<file path="src/dpp_pkg.sv">
// Purpose: Shared constants and types for the playback post-processing block.
// Assumes: Register index times four gives the APB byte address.
// Notes:   Sample periods are counted by samples accepted from the FIFO.
package dpp_pkg;

	// ----------------------------------------------------------------
	// Register indices
	// ----------------------------------------------------------------
	localparam logic [7:0] IDX_POWER_TWO  = 8'h09;
	localparam logic [7:0] IDX_OUT_ENABLE = 8'h0a;
	localparam logic [7:0] IDX_DAC_CTRL   = 8'h30;
	localparam logic [7:0] IDX_VOL_LEFT   = 8'h32;
	localparam logic [7:0] IDX_VOL_RIGHT  = 8'h33;
	localparam logic [7:0] IDX_SILENCE    = 8'h3a;
	localparam logic [7:0] IDX_RAMP_FILT  = 8'h3b;
	localparam logic [7:0] IDX_LINE_L     = 8'h5c;
	localparam logic [7:0] IDX_LINE_R     = 8'h5d;
	localparam logic [7:0] IDX_FIRST_L    = 8'h68;
	localparam logic [7:0] IDX_FIRST_R    = 8'h69;
	localparam logic [7:0] IDX_SECOND_L   = 8'h70;
	localparam logic [7:0] IDX_SECOND_R   = 8'h71;

	// ----------------------------------------------------------------
	// Field positions and reset values
	// ----------------------------------------------------------------
	localparam int BIT_SILENCE    = 14;
	localparam int BIT_UNMUTE_RMP = 14;
	localparam int BIT_RAMP_SPEED = 13;
	localparam int BIT_SLOPED     = 12;
	localparam int BIT_MONO       = 13;
	localparam int BIT_UNDO_LO    = 4;
	localparam int BIT_LEFT_FLIP  = 1;
	localparam int BIT_RIGHT_FLIP = 0;
	localparam int BIT_APPLY      = 8;
	localparam int BIT_ALIAS      = 15;
	localparam int BIT_LINE_LO    = 4;
	localparam logic       RST_SILENCE = 1'b1;
	localparam logic [7:0] RST_GAIN    = 8'hc0;
	localparam logic [1:0] RST_UNDO    = 2'h0;

	// ----------------------------------------------------------------
	// Ramp timing, in sample periods and milliseconds
	// ----------------------------------------------------------------
	localparam int   RAMP_FAST_PERIODS = 2;
	localparam int   RAMP_SLOW_PERIODS = 32;
	localparam real  RAMP_FAST_MS      = 10.7;
	localparam real  RAMP_SLOW_MS      = 171.0;

	// ----------------------------------------------------------------
	// Types
	// ----------------------------------------------------------------
	typedef struct packed {
		logic signed [23:0] left;
		logic signed [23:0] right;
	} dpp_sample_type;

	typedef struct packed {
		logic [1:0] deemphasis;
		logic       sloped;
	} dpp_filter_type;

endpackage

</file>
<file path="src/dpp_post_proc.sv">
// Purpose: Playback post-processing ahead of a stereo sigma-delta DAC.
// Assumes: Upstream sends one stereo sample per period; APB zero-wait slave.
// Notes:   Applied gain codes travel beside each sample to the modulator.
// Operation
// - Mute ramps gain down step by step
// - Soft-silence bit resets to one
// - Unmute ramp off: gain jumps back
// - Unmute ramp on: gain ramps up
// - Speed bit: two or thirty-two periods
// - Full ramp fits 10.7 or 171 ms
// - Two-bit de-emphasis select, reset none
// - Mono sum halves left plus right
// - Polarity bits invert each channel
// - Filter bit selects sloped stopband
// - Datapath carries 24-bit samples
// - Six output enables, reset disabled
// - Each enable aliased at bit fifteen
// - Gain codes apply only on strobe
// - Gain code 0xc0 is reset value
//
// The implementer's own choice: register access over APB.
`timescale 1ns/1ps

module dpp_fifo
	import dpp_pkg::*;
#(
	parameter int WIDTH = 48,
	parameter int DEPTH = 32
)(
	// Clock and reset.
	input  wire logic             clk_sys,
	input  wire logic             rstn,
	// Fill side.
	input  wire logic             inValid,
	output logic                  inReady,
	input  wire logic [WIDTH-1:0] inData,
	// Drain side.
	output logic                  outValid,
	input  wire logic             outReady,
	output logic      [WIDTH-1:0] outData
);
	localparam int AW = $clog2(DEPTH);

	logic [WIDTH-1:0] store [DEPTH];
	logic [AW-1:0]    wrPtr;
	logic [AW-1:0]    rdPtr;
	logic [AW:0]      count;
	logic             push;
	logic             pop;

	// Full and empty come from the occupancy count, so neither can lie.
	assign inReady  = (count != DEPTH[AW:0]);
	assign outValid = (count != '0);
	assign outData  = store[rdPtr];
	assign push     = inValid && inReady;
	assign pop      = outValid && outReady;

	// Storage array has no reset; only written words are ever read.
	always_ff @(posedge clk_sys)
	begin
		if (push)
			store[wrPtr] <= inData;
	end

	// Pointers and occupancy.
	always_ff @(posedge clk_sys or negedge rstn)
	begin
		if (!rstn)
		begin
			wrPtr <= '0;
			rdPtr <= '0;
			count <= '0;
		end
		else
		begin
			if (push)
				wrPtr <= (wrPtr == AW'(DEPTH - 1)) ? '0 : wrPtr + 1'b1;
			if (pop)
				rdPtr <= (rdPtr == AW'(DEPTH - 1)) ? '0 : rdPtr + 1'b1;
			count <= count + {{AW{1'b0}}, push} - {{AW{1'b0}}, pop};
		end
	end

	property p_fifo_bound;
		@(posedge clk_sys) disable iff (!rstn)
		count <= DEPTH[AW:0];
	endproperty
	a_fifo_bound: assert property (p_fifo_bound) else $error("fifo count above depth");
endmodule

module dpp_post_proc
	import dpp_pkg::*;
#(
	parameter int FIFO_DEPTH = 32
)(
	// Clock and reset.
	input  wire logic           clk_sys,
	input  wire logic           rstn,
	// APB slave.
	input  wire logic           psel,
	input  wire logic           penable,
	input  wire logic           pwrite,
	input  wire logic [11:0]    paddr,
	input  wire logic [31:0]    pwdata,
	output logic      [31:0]    prdata,
	output logic                pready,
	output logic                pslverr,
	// Samples from the audio interface.
	input  wire logic           sampleInValid,
	output logic                sampleInReady,
	input  wire dpp_sample_type sampleIn,
	// Samples and gains toward the modulators.
	output logic                sampleOutValid,
	input  wire logic           sampleOutReady,
	output dpp_sample_type      sampleOut,
	output logic [7:0]          gainLeft,
	output logic [7:0]          gainRight,
	output dpp_filter_type      filterSel,
	output logic [5:0]          outputOn
);
	// ----------------------------------------------------------------
	// Register state
	// ----------------------------------------------------------------
	logic       silence;
	logic       unmuteRamp;
	logic       rampSpeed;
	logic       monoSum;
	logic       leftFlip;
	logic       rightFlip;
	logic [7:0] volPend [2];
	logic [7:0] volLive [2];
	logic [7:0] gain    [2];
	logic [4:0] tickCount;
	logic       rampTick;
	logic       fifoValid;
	logic       fifoPop;
	dpp_sample_type fifoData;
	logic       wrEn;
	logic       setupPh;
	logic [7:0] idx;

	assign idx     = paddr[9:2];
	assign wrEn    = psel && penable && pready && pwrite && !pslverr;
	assign setupPh = psel && !penable;

	function automatic logic mapped(input logic [7:0] i);
		mapped = (i == IDX_POWER_TWO) || (i == IDX_OUT_ENABLE) || (i == IDX_DAC_CTRL)
			|| (i == IDX_VOL_LEFT) || (i == IDX_VOL_RIGHT) || (i == IDX_SILENCE)
			|| (i == IDX_RAMP_FILT) || (i == IDX_LINE_L) || (i == IDX_LINE_R)
			|| (i == IDX_FIRST_L) || (i == IDX_FIRST_R) || (i == IDX_SECOND_L)
			|| (i == IDX_SECOND_R);
	endfunction

	// ----------------------------------------------------------------
	// APB answer: ready one cycle after setup, data from a flop
	// ----------------------------------------------------------------
	always_ff @(posedge clk_sys or negedge rstn)
	begin
		if (!rstn)
		begin
			pready  <= 1'b0;
			pslverr <= 1'b0;
			prdata  <= 32'h0;
		end
		else
		begin
			pready  <= setupPh;
			pslverr <= setupPh && (!mapped(idx) || paddr[1:0] != 2'h0 || paddr[11:10] != 2'h0);
			prdata  <= 32'h0;
			if (setupPh && !pwrite && paddr[1:0] == 2'h0 && paddr[11:10] == 2'h0)
			begin
				unique case (idx)
					IDX_POWER_TWO:  prdata[5:4] <= outputOn[5:4];
					IDX_OUT_ENABLE: prdata[3:0] <= outputOn[3:0];
					IDX_DAC_CTRL:   prdata <= {18'h0, monoSum, 7'h0,
						filterSel.deemphasis, 2'h0, leftFlip, rightFlip};
					IDX_VOL_LEFT:   prdata[7:0] <= volPend[0];
					IDX_VOL_RIGHT:  prdata[7:0] <= volPend[1];
					IDX_SILENCE:    prdata[BIT_SILENCE] <= silence;
					IDX_RAMP_FILT:  prdata <= {17'h0, unmuteRamp, rampSpeed,
						filterSel.sloped, 12'h0};
					IDX_FIRST_L:    prdata[BIT_ALIAS] <= outputOn[0];
					IDX_FIRST_R:    prdata[BIT_ALIAS] <= outputOn[1];
					IDX_SECOND_L:   prdata[BIT_ALIAS] <= outputOn[2];
					IDX_SECOND_R:   prdata[BIT_ALIAS] <= outputOn[3];
					IDX_LINE_L:     prdata[BIT_ALIAS] <= outputOn[4];
					IDX_LINE_R:     prdata[BIT_ALIAS] <= outputOn[5];
					default:        prdata <= 32'h0;
				endcase
			end
		end
	end

	// ----------------------------------------------------------------
	// Control registers
	// ----------------------------------------------------------------
	// Mute and mode bits; the mute starts set so the output is silent.
	always_ff @(posedge clk_sys or negedge rstn)
	begin
		if (!rstn)
		begin
			silence              <= RST_SILENCE;
			unmuteRamp           <= 1'b0;
			rampSpeed            <= 1'b0;
			monoSum              <= 1'b0;
			leftFlip             <= 1'b0;
			rightFlip            <= 1'b0;
			filterSel.deemphasis <= RST_UNDO;
			filterSel.sloped     <= 1'b0;
		end
		else if (wrEn)
		begin
			if (idx == IDX_SILENCE)
				silence <= pwdata[BIT_SILENCE];
			if (idx == IDX_RAMP_FILT)
			begin
				unmuteRamp       <= pwdata[BIT_UNMUTE_RMP];
				rampSpeed        <= pwdata[BIT_RAMP_SPEED];
				filterSel.sloped <= pwdata[BIT_SLOPED];
			end
			if (idx == IDX_DAC_CTRL)
			begin
				monoSum              <= pwdata[BIT_MONO];
				filterSel.deemphasis <= pwdata[BIT_UNDO_LO+1:BIT_UNDO_LO];
				leftFlip             <= pwdata[BIT_LEFT_FLIP];
				rightFlip            <= pwdata[BIT_RIGHT_FLIP];
			end
		end
	end

	// One storage bit per output, written from either of its two homes.
	always_ff @(posedge clk_sys or negedge rstn)
	begin
		if (!rstn)
			outputOn <= 6'h00;
		else if (wrEn)
		begin
			unique case (idx)
				IDX_OUT_ENABLE: outputOn[3:0] <= pwdata[3:0];
				IDX_POWER_TWO:  outputOn[5:4] <= pwdata[BIT_LINE_LO+1:BIT_LINE_LO];
				IDX_FIRST_L:    outputOn[0] <= pwdata[BIT_ALIAS];
				IDX_FIRST_R:    outputOn[1] <= pwdata[BIT_ALIAS];
				IDX_SECOND_L:   outputOn[2] <= pwdata[BIT_ALIAS];
				IDX_SECOND_R:   outputOn[3] <= pwdata[BIT_ALIAS];
				IDX_LINE_L:     outputOn[4] <= pwdata[BIT_ALIAS];
				IDX_LINE_R:     outputOn[5] <= pwdata[BIT_ALIAS];
				default:        outputOn <= outputOn;
			endcase
		end
	end

	// ----------------------------------------------------------------
	// Ramp tick: every two or thirty-two sample periods
	// ----------------------------------------------------------------
	// A full 192-step ramp at 48 kHz takes 8 ms or 128 ms, inside the limits.
	always_ff @(posedge clk_sys or negedge rstn)
	begin
		if (!rstn)
			tickCount <= 5'h0;
		else if (fifoPop)
		begin
			if (rampTick)
				tickCount <= 5'h0;
			else
				tickCount <= tickCount + 5'h1;
		end
	end
	// A count left above the limit by a switch to fast speed ticks at once,
	// instead of waiting for the counter to wrap round.
	assign rampTick = fifoPop && (tickCount >= (rampSpeed ? 5'(RAMP_SLOW_PERIODS - 1)
		: 5'(RAMP_FAST_PERIODS - 1)));

	// ----------------------------------------------------------------
	// Per-channel volume holding and gain ramp
	// ----------------------------------------------------------------
	genvar ch;
	generate
		for (ch = 0; ch < 2; ch++)
		begin : g_chan
			// Pending code is what software wrote; live code is what is applied.
			always_ff @(posedge clk_sys or negedge rstn)
			begin
				if (!rstn)
				begin
					volPend[ch] <= RST_GAIN;
					volLive[ch] <= RST_GAIN;
				end
				else if (wrEn && (idx == IDX_VOL_LEFT || idx == IDX_VOL_RIGHT))
				begin
					if (idx == (ch == 0 ? IDX_VOL_LEFT : IDX_VOL_RIGHT))
						volPend[ch] <= pwdata[7:0];
					if (pwdata[BIT_APPLY])
						volLive[ch] <= (idx == (ch == 0 ? IDX_VOL_LEFT : IDX_VOL_RIGHT))
							? pwdata[7:0] : volPend[ch];
				end
			end

			// The ramp always moves from where the gain stands now, so a mute
			// arriving mid-ramp simply turns it round without a click.
			always_ff @(posedge clk_sys or negedge rstn)
			begin
				if (!rstn)
					gain[ch] <= 8'h00;
				else if (silence)
				begin
					if (rampTick && gain[ch] != 8'h00)
						gain[ch] <= gain[ch] - 8'h01;
				end
				else if (!unmuteRamp)
					gain[ch] <= volLive[ch];
				else if (rampTick && gain[ch] < volLive[ch])
					gain[ch] <= gain[ch] + 8'h01;
				else if (rampTick && gain[ch] > volLive[ch])
					gain[ch] <= gain[ch] - 8'h01;
			end
		end
	endgenerate

	// ----------------------------------------------------------------
	// Sample path: FIFO, mono sum, polarity
	// ----------------------------------------------------------------
	dpp_fifo #(
		.WIDTH ($bits(dpp_sample_type)),
		.DEPTH (FIFO_DEPTH)
	) u_fifo (
		.clk_sys  (clk_sys),
		.rstn     (rstn),
		.inValid  (sampleInValid),
		.inReady  (sampleInReady),
		.inData   (sampleIn),
		.outValid (fifoValid),
		.outReady (!sampleOutValid || sampleOutReady),
		.outData  (fifoData)
	);
	assign fifoPop = fifoValid && (!sampleOutValid || sampleOutReady);

	// Negation of the most negative 24-bit value saturates instead of wrapping.
	function automatic logic signed [23:0] flip(input logic signed [23:0] x,
		input logic en);
		if (!en)
			flip = x;
		else if (x == 24'sh800000)
			flip = 24'sh7fffff;
		else
			flip = -x;
	endfunction

	logic signed [24:0] monoWide;
	logic signed [23:0] srcLeft;
	logic signed [23:0] srcRight;
	assign monoWide = {fifoData.left[23], fifoData.left}
		+ {fifoData.right[23], fifoData.right};
	assign srcLeft  = monoSum ? monoWide[24:1] : fifoData.left;
	assign srcRight = monoSum ? monoWide[24:1] : fifoData.right;

	// Output stage holds one sample with the gain in force when it left.
	always_ff @(posedge clk_sys or negedge rstn)
	begin
		if (!rstn)
		begin
			sampleOutValid <= 1'b0;
			sampleOut      <= '0;
			gainLeft       <= 8'h00;
			gainRight      <= 8'h00;
		end
		else
		begin
			if (fifoPop)
			begin
				sampleOut.left  <= flip(srcLeft, leftFlip);
				sampleOut.right <= flip(srcRight, rightFlip);
				gainLeft        <= gain[0];
				gainRight       <= gain[1];
				sampleOutValid  <= 1'b1;
			end
			else if (sampleOutReady)
				sampleOutValid <= 1'b0;
		end
	end

	// ----------------------------------------------------------------
	// Checks
	// ----------------------------------------------------------------
	property p_mute_step;
		@(posedge clk_sys) disable iff (!rstn)
		(silence && rampTick && gain[0] != 8'h00) |=> gain[0] == $past(gain[0]) - 8'h01;
	endproperty
	a_mute_step: assert property (p_mute_step) else $error("mute step wrong");

	property p_mute_floor;
		@(posedge clk_sys) disable iff (!rstn)
		(silence && gain[1] == 8'h00) |=> gain[1] == 8'h00;
	endproperty
	a_mute_floor: assert property (p_mute_floor) else $error("gain left silence");

	property p_jump;
		@(posedge clk_sys) disable iff (!rstn)
		(!silence && !unmuteRamp) ##1 (!silence && !unmuteRamp) |-> gain[0] == $past(volLive[0]);
	endproperty
	a_jump: assert property (p_jump) else $error("instant unmute wrong");

	property p_ramp_up;
		@(posedge clk_sys) disable iff (!rstn)
		(!silence && unmuteRamp && !rampTick) |=> gain[1] == $past(gain[1]);
	endproperty
	a_ramp_up: assert property (p_ramp_up) else $error("gain moved off tick");

	property p_tick_gap;
		@(posedge clk_sys) disable iff (!rstn)
		(rampTick && !rampSpeed) |=> tickCount == 5'h0 && !rampTick;
	endproperty
	a_tick_gap: assert property (p_tick_gap) else $error("fast tick spacing");

	property p_alias;
		@(posedge clk_sys) disable iff (!rstn)
		(wrEn && idx == IDX_FIRST_R) |=> outputOn[1] == $past(pwdata[BIT_ALIAS]);
	endproperty
	a_alias: assert property (p_alias) else $error("alias write lost");

	property p_mono;
		@(posedge clk_sys) disable iff (!rstn)
		(fifoPop && monoSum && !leftFlip && !rightFlip) |=> sampleOut.left == sampleOut.right;
	endproperty
	a_mono: assert property (p_mono) else $error("mono channels differ");

	property p_flip;
		@(posedge clk_sys) disable iff (!rstn)
		(fifoPop && !monoSum && leftFlip && fifoData.left != 24'sh800000)
		|=> sampleOut.left == -$past(fifoData.left);
	endproperty
	a_flip: assert property (p_flip) else $error("left not inverted");

	property p_apply;
		@(posedge clk_sys) disable iff (!rstn)
		(wrEn && idx == IDX_VOL_LEFT && !pwdata[BIT_APPLY]) |=> $stable(volLive[0]);
	endproperty
	a_apply: assert property (p_apply) else $error("gain applied without strobe");

	property p_ready;
		@(posedge clk_sys) disable iff (!rstn)
		setupPh |=> pready ##1 !pready;
	endproperty
	a_ready: assert property (p_ready) else $error("apb ready timing");

	c_unmute_ramp: cover property (@(posedge clk_sys) disable iff (!rstn)
		!silence && unmuteRamp && rampTick && gain[0] < volLive[0]);
	c_reverse: cover property (@(posedge clk_sys) disable iff (!rstn)
		$rose(silence) && gain[0] != 8'h00 && gain[0] < volLive[0]);
	c_fifo_full: cover property (@(posedge clk_sys) disable iff (!rstn)
		sampleInValid && !sampleInReady);
endmodule

</file>
<file path="config.mk">
export PLATFORM = sky130hd
export DESIGN_NAME = dpp_post_proc
export DESIGN_NICKNAME = d
export VERILOG_FILES = /design/src/dpp_pkg.sv /design/src/dpp_post_proc.sv
export SDC_FILE = /design/constraint.sdc
export NUM_CORES = 2
export LEC_CHECK = 0
export BUFFER_PORTS_ARGS = -buffer_cell sky130_fd_sc_hd__buf_2
export CORE_MARGIN = 5
export CORE_UTILIZATION = 35
export CTS_CLUSTER_DIAMETER = 100
export CTS_CLUSTER_SIZE = 25
export DETAILED_ROUTE_END_ITERATION = 8
export PLACE_DENSITY_LB_ADDON = 0.1
export SLEW_MARGIN = 10
export SYNTH_ARGS = -nofsm -noshare
export SYNTH_HDL_FRONTEND = slang
export SYNTH_HIERARCHICAL = 1
export SYNTH_SLANG_ARGS = --single-unit
</file>
<file path="constraint.sdc">
create_clock -name clk_sys -period 4.5 [get_ports clk_sys]
set_clock_uncertainty 0.1 [all_clocks]
set_input_delay 0.675 -clock clk_sys [delete_from_list [all_inputs] [get_ports clk_sys]]
set_output_delay 0.675 -clock clk_sys [all_outputs]
set_load 0.01 [all_outputs]
</file>
Word level (Yosys, flattened, before mapping)
Memories as Yosys holds them, arrays and structs flattened.
Index checks and enable logic that the tools add are counted.
{"block": "classes", "addsub": 12, "magnitude_cmp": 5, "n_eq_ne": 22, "mux": 39, "reduce_logical": 66}
{"op": "two-way mux 24 bit", "n": 6}
{"op": "two-way mux 8 bit", "n": 12}
{"op": "== test 24 bit (second input constant)", "n": 2}
{"op": "== test 8 x 7 -> 1 bit (second input constant)", "n": 6}
{"op": "negator 24 bit", "n": 2}
{"op": "== test 8 x 6 -> 1 bit (second input constant)", "n": 5}
{"op": "adder 24 x 24 -> 25 bit", "n": 1}
{"op": "AND reduction 2 bit", "n": 12}
{"op": "two-way mux 5 bit", "n": 4}
{"op": "logical AND 1 bit", "n": 19}
{"op": "nonzero test 2 bit", "n": 9}
{"op": "adder 8 x 1 -> 8 bit (second input constant)", "n": 2}
{"op": "== test 8 x 4 -> 1 bit (second input constant)", "n": 2}
{"op": "greater-than comparator 8 bit", "n": 2}
{"op": "logical OR 1 bit", "n": 16}
{"op": "< comparator 8 bit", "n": 2}
{"op": "two-way mux 16 bit", "n": 1}
{"op": "case mux 4 bit (4 select lines)", "n": 1}
{"op": "nonzero test 8 bit", "n": 2}
{"op": "subtractor 8 x 1 -> 8 bit (second input constant)", "n": 2}
{"op": "adder 5 x 1 -> 5 bit (second input constant)", "n": 3}
{"op": "case mux 1 bit (2 select lines)", "n": 7}
{"op": "case mux 6 bit (2 select lines)", "n": 1}
{"op": "== test 5 bit (second input constant)", "n": 2}
{"op": "other kinds (13)", "n": 23}
{"block": "totals", "register_bits": 167, "ramBits": 1536, "inputBits": 99, "output_inout_bits": 109, "wordCells": 177, "n_memories": 1}
{"memory": "u_fifo.store", "words": 32, "word_bits": 48, "read_ports": 1, "rd_clocked_by_memory_dff": 0, "write_ports": 1, "line_no": "dpp_post_proc.sv:44", "rtl": "logic [WIDTH-1:0] store [DEPTH];"}

Depth between registers and ports, before layout
{"block": "logic_depth", "word_depth": 17, "mapped_depth": 22, "mapped_depth_nobuf": 16}

Hierarchy
The synthesis kept the hierarchy.
{"mod": "dpp_fifo", "instances": 1, "cells_per_inst": 3162, "area_each_um2": 59702.3, "seq_area_each_um2": 46524.6}
{"mod": "dpp_post_proc", "instances": 1, "cells_per_inst": 1317, "area_each_um2": 11000.6, "seq_area_each_um2": 3689.8}

Least setup slack after synthesis
Ideal clock, no wire load.
{"block": "synth_timing", "path_type": "register -> register", "startpoint": "reg u_fifo.rdPtr[1]", "endpoint": "reg sampleOut[33] (netlist name)", "setup_ns": 0.082, "arrival_ns": 4.675, "required_time_ns": 4.318, "path_slack_ns": -0.357, "stages_incl_launch_ff": 22, "n_path_buf": 6, "period_less_slack_ns": 4.857, "cell_sequence": "dfrtp_1 > buf_4 > buf_2 > and4bb_1 > buf_2 > buf_2 > a22oi_1 > nand4_1 > nor2_1 > nand2_1 > fa_1 > nand2b_1 > a21boi_2 > o21a_1 > o21ai_0 > a41oi_1 > o32ai_1 > or4b_1 > or4_4 > buf_6 > buf_6 > a31oi_1"}
{"element": "from (decl)", "line_no": "dpp_post_proc.sv:46", "rtl": "logic [AW-1:0] rdPtr;"}
{"element": "from (signal assigned)", "line_no": "dpp_post_proc.sv:79", "rtl": "rdPtr <= (rdPtr == AW'(DEPTH - 1)) ? '0 : rdPtr + 1'b1;"}
{"element": "to (decl)", "line_no": "dpp_post_proc.sv:115", "rtl": "output dpp_sample_type sampleOut,"}

==> summary.md <==
## Synthesis
* **syn avg cell area** 15.8 um2
* **area share of the leading cell type in the synthesized netlist** 65.2%
* **post-synth design cell area** 70700 um2
* **commonest cells in the netlist** sky130_fd_sc_hd__edfxtp_1, sky130_fd_sc_hd__mux2i_1, sky130_fd_sc_hd__a22oi_1
* **number of flops mapped to enable cells by yosys** 1536
* **register bit count reported by yosys** 1699
* **Area contributors post-synth** sky130_fd_sc_hd__edfxtp_1, sky130_fd_sc_hd__mux2i_1, sky130_fd_sc_hd__dfrtp_1
* **Post-Synthesis Cells** 4479
* **share of flip-flops with an asynchronous set or reset after synthesis** 9.59%
* **warning count from the yosys run** 6
* **post-synthesis cell type count** 95
* **portion of the post-synthesis area used by sequential elements** 71.0%
* **dominant cell by count in the synthesized netlist** sky130_fd_sc_hd__edfxtp_1
* **primary flip-flop cell chosen by synthesis mapping** sky130_fd_sc_hd__edfxtp_1
* **cell type with the largest total area after synthesis** sky130_fd_sc_hd__edfxtp_1

## Clocking
* **htree depth** 3
* **number of CTS-inserted buffers** 83
* **maximum root-to-sink buffer count** 3
* **post-CTS clock slew at the launch and capture registers of the worst setup and hold paths** 0.10 ns
* **CTS tree** done
* **TritonCTS Sinks** 1699
* **clock insertion delay at the later pin of the skew report** 0.79 ns
* **CTS root buffer** sky130_fd_sc_hd__clkbuf_16

## Timing
* **Final Critical Period** 5.34 ns
* **worst hold margin** 0.0835 ns
* **Final Worst Setup Slack** -0.841 ns
* **setup violation total in the final timing report** 48
* **post-route clock period utilization** 119%
* **Max Fclk** 187 MHz
* **Pins Over Slew Limit** 0
* **setup repair after global routing missed its margin** yes
* **Worst-Margin Slew** 0.932 ns
* **total negative setup slack** -37.33 ns
* **count of endpoints failing hold in the final timing report** 0
* **relative slew slack** 37.7%

## Final layout
* **synth-to-layout area growth** 18.9%
* **fraction of final layout cells with drive strength greater than 1** 23.0%
* **Non-Filler Instances** 7823
* **final-stage net count** 5272

## Die
* **die outline area** 211000 um2
* **I/O pin count** 208
* **Die Ht** 459 um
* **die span in x** 459 um
* **area inside the core boundary** 201000 um2
* **initial core utilization** 35.1%
* **site row count** 165

## Critical path
* **crit path capture type** register
* **Worst Setup Path Type** register to register
* **R2R Path Start** u_fifo/rdPtr[0]
* **CP Data Required Time** 5.09 ns
* **start point of the critical path** u_fifo/rdPtr[0]
* **data arrival time of the worst path** 5.93 ns
* **biggest fanout along the worst timing path** 15
* **count of cells along the worst register-to-register path** 19
* **critical path startpoint category** register

## Pwr
* **peak ir drop on the vdd network** 0.000908 V
* **static leakage** 29.8 nW
* **power per cell area** 832 nW/um2

## Placement
* **Port-buffer cells** 168
* **placed wire-length estimate** 141 mm
* **Routability Congestion** 0.833
* **Post-Place Worst Slack** -1.25 ns
* **Inst Count DP** 7619

## Run status
* **violated checks** setup timing
* **status** complete, but fails checks

## Routing
* **final wirelength** 227 mm
* **post-DR vias/cell** 5.37
* **DRC** 0
* **total iterations of the first detailed-routing run** 5
* **DR vias** 42000
* **detailed router's first-iteration violation count** 3477
* **average wire per cell in the routed design** 29.0 um
* **Final ANT Viol Nets** 0

## Global routing
* **number of global-route vias before repair** 41100
* **number of antenna violations at the first check in global routing** 11
* **grt ovf** 0
* **wire length of the first global-routing pass** 318 mm
* **maximum number of pins on one net before global-route repair** 97
* **GR Util All Layers** 20.9%

## Worst hold path
* **worst hold path cell count** 3
* **worst hold path class** primary input to register
* **critical hold path startpoint** pwdata[14]

## Flow run
* **reported max-cap violation count** 0

[cells by family after synthesis]
family / synth area share, %
buffers and inverters: 2.16
xor gates and xnor gates: 0.830
AOI/OAI and AO/OA: 7.71
other: 0.00530
and+or+nand+nor: 5.07
muxes: 11.9
adders and majority gates: 1.26
DFF: 71.0
[placed cells by master (no fill, tap or decap), types with 35 or more instances in the layout]
cell type                   instances
sky130_fd_sc_hd__inv_1             51
sky130_fd_sc_hd__buf_12            95
sky130_fd_sc_hd__o21ai_0           89
sky130_fd_sc_hd__nor2_4            53
sky130_fd_sc_hd__ha_1              56
sky130_fd_sc_hd__mux2i_1          802
sky130_fd_sc_hd__nand2_1          171
sky130_fd_sc_hd__clkbuf_16         88
sky130_fd_sc_hd__nor2_1           138
sky130_fd_sc_hd__xor2_1            35
sky130_fd_sc_hd__a21oi_1           49
sky130_fd_sc_hd__buf_4            471
sky130_fd_sc_hd__buf_2            167
sky130_fd_sc_hd__nand4_1          115
sky130_fd_sc_hd__edfxtp_1        1536
sky130_fd_sc_hd__a22oi_1          383
sky130_fd_sc_hd__dfrtp_1          149
[state kept, by name, indices dropped and copies added, names as in the netlist, 6 cells and up]
signal,count
gain,16
volPend,16
u_fifo/count,6
outputOn,6
volLive,16
gainRight,8
gainLeft,8
u_fifo/store,1536
sampleOut,48
prdata,12
[critical path, cell delays in order, from the launching register on]
cell and delay, ns:
sky130_fd_sc_hd__dfrtp_4 0.58, sky130_fd_sc_hd__buf_8 0.18, sky130_fd_sc_hd__buf_16 0.18, sky130_fd_sc_hd__buf_16 0.18
sky130_fd_sc_hd__buf_12 0.16, sky130_fd_sc_hd__mux2i_1 0.11, sky130_fd_sc_hd__a22oi_1 0.19, sky130_fd_sc_hd__nand4_1 0.37
sky130_fd_sc_hd__nor2_4 0.34, sky130_fd_sc_hd__ha_1 0.30, sky130_fd_sc_hd__buf_4 0.15, sky130_fd_sc_hd__a21o_1 0.18
sky130_fd_sc_hd__a31oi_1 0.21, sky130_fd_sc_hd__o21ai_0 0.17, sky130_fd_sc_hd__a22o_1 0.22, sky130_fd_sc_hd__nor3_2 0.17
sky130_fd_sc_hd__or4b_4 0.52, sky130_fd_sc_hd__or4_4 0.57, sky130_fd_sc_hd__buf_12 0.18, sky130_fd_sc_hd__a31oi_2 0.18
[cell type report]
class                           instances  area [um2]
Inverter                               53         199
Clock inverter                         23         297
Multi-Input combinational cell       2477       20400
Clock buffer                          109        2230
Tap cell                             2672        3340
Antenna cell                            1        2.50
Sequential cell                      1699       50200
Timing Repair Buffer                  789        7420
Fill cell                           18400      117000
[power breakdown]
group | switching (W) | internal (W)
Combinational | 0.0223 | 0.0200
Clock | 0.00523 | 0.00362
Sequential | 0.000489 | 0.0184
Total | 0.0280 | 0.0420
[metal layers]
metal  vias up  share of wire [%]  GRT usage [%]
li1      18800                  -              -
met5         -             0.0057              0
met4         2                2.0           4.26
met1     22100                 47           30.4
met2       884                 47           34.1
met3       200                3.8           2.34
[per-stage QoR]
step / util [%] / area, um2 / total power [W]
CTS: 41.6 / 83800 / 0.0690
global placement: 39.5 / 79500 / 0.0570
finish: 41.7 / 84100 / 0.0699
detailed placement: 39.5 / 79500 / 0.0570
global route: 41.7 / 84100 / 0.0737
floorplan: - / 71200 / 0.0377
[final timing paths]
| path | end | slack, ns |
|---|---|---|
| max in group asynchronous | u_fifo/rdPtr[0] | 2.92 |
| min | unmuteRamp | 0.08 |
| max reg2reg | sampleOut[33] | -0.84 |
| min reg2reg | gainLeft[7] | 0.38 |
| max | sampleOut[33] | -0.84 |
| min in group asynchronous | gainRight[3] | 0.33 |
[repair_timing]
| action | 4_1_cts | 5_1_grt |
|---|---|---|
| hold endpoints to repair | 46 | 0 |
| hold buffers | 2 | 0 |
| buffers inserted | 46 | 8 |
| pin swaps | 41 | 30 |
| gates cloned | 15 | 0 |
| resized for setup | 192 | 52 |
| setup endpoints to repair | 48 | 48 |
Power figures use the tool's default switching activity.
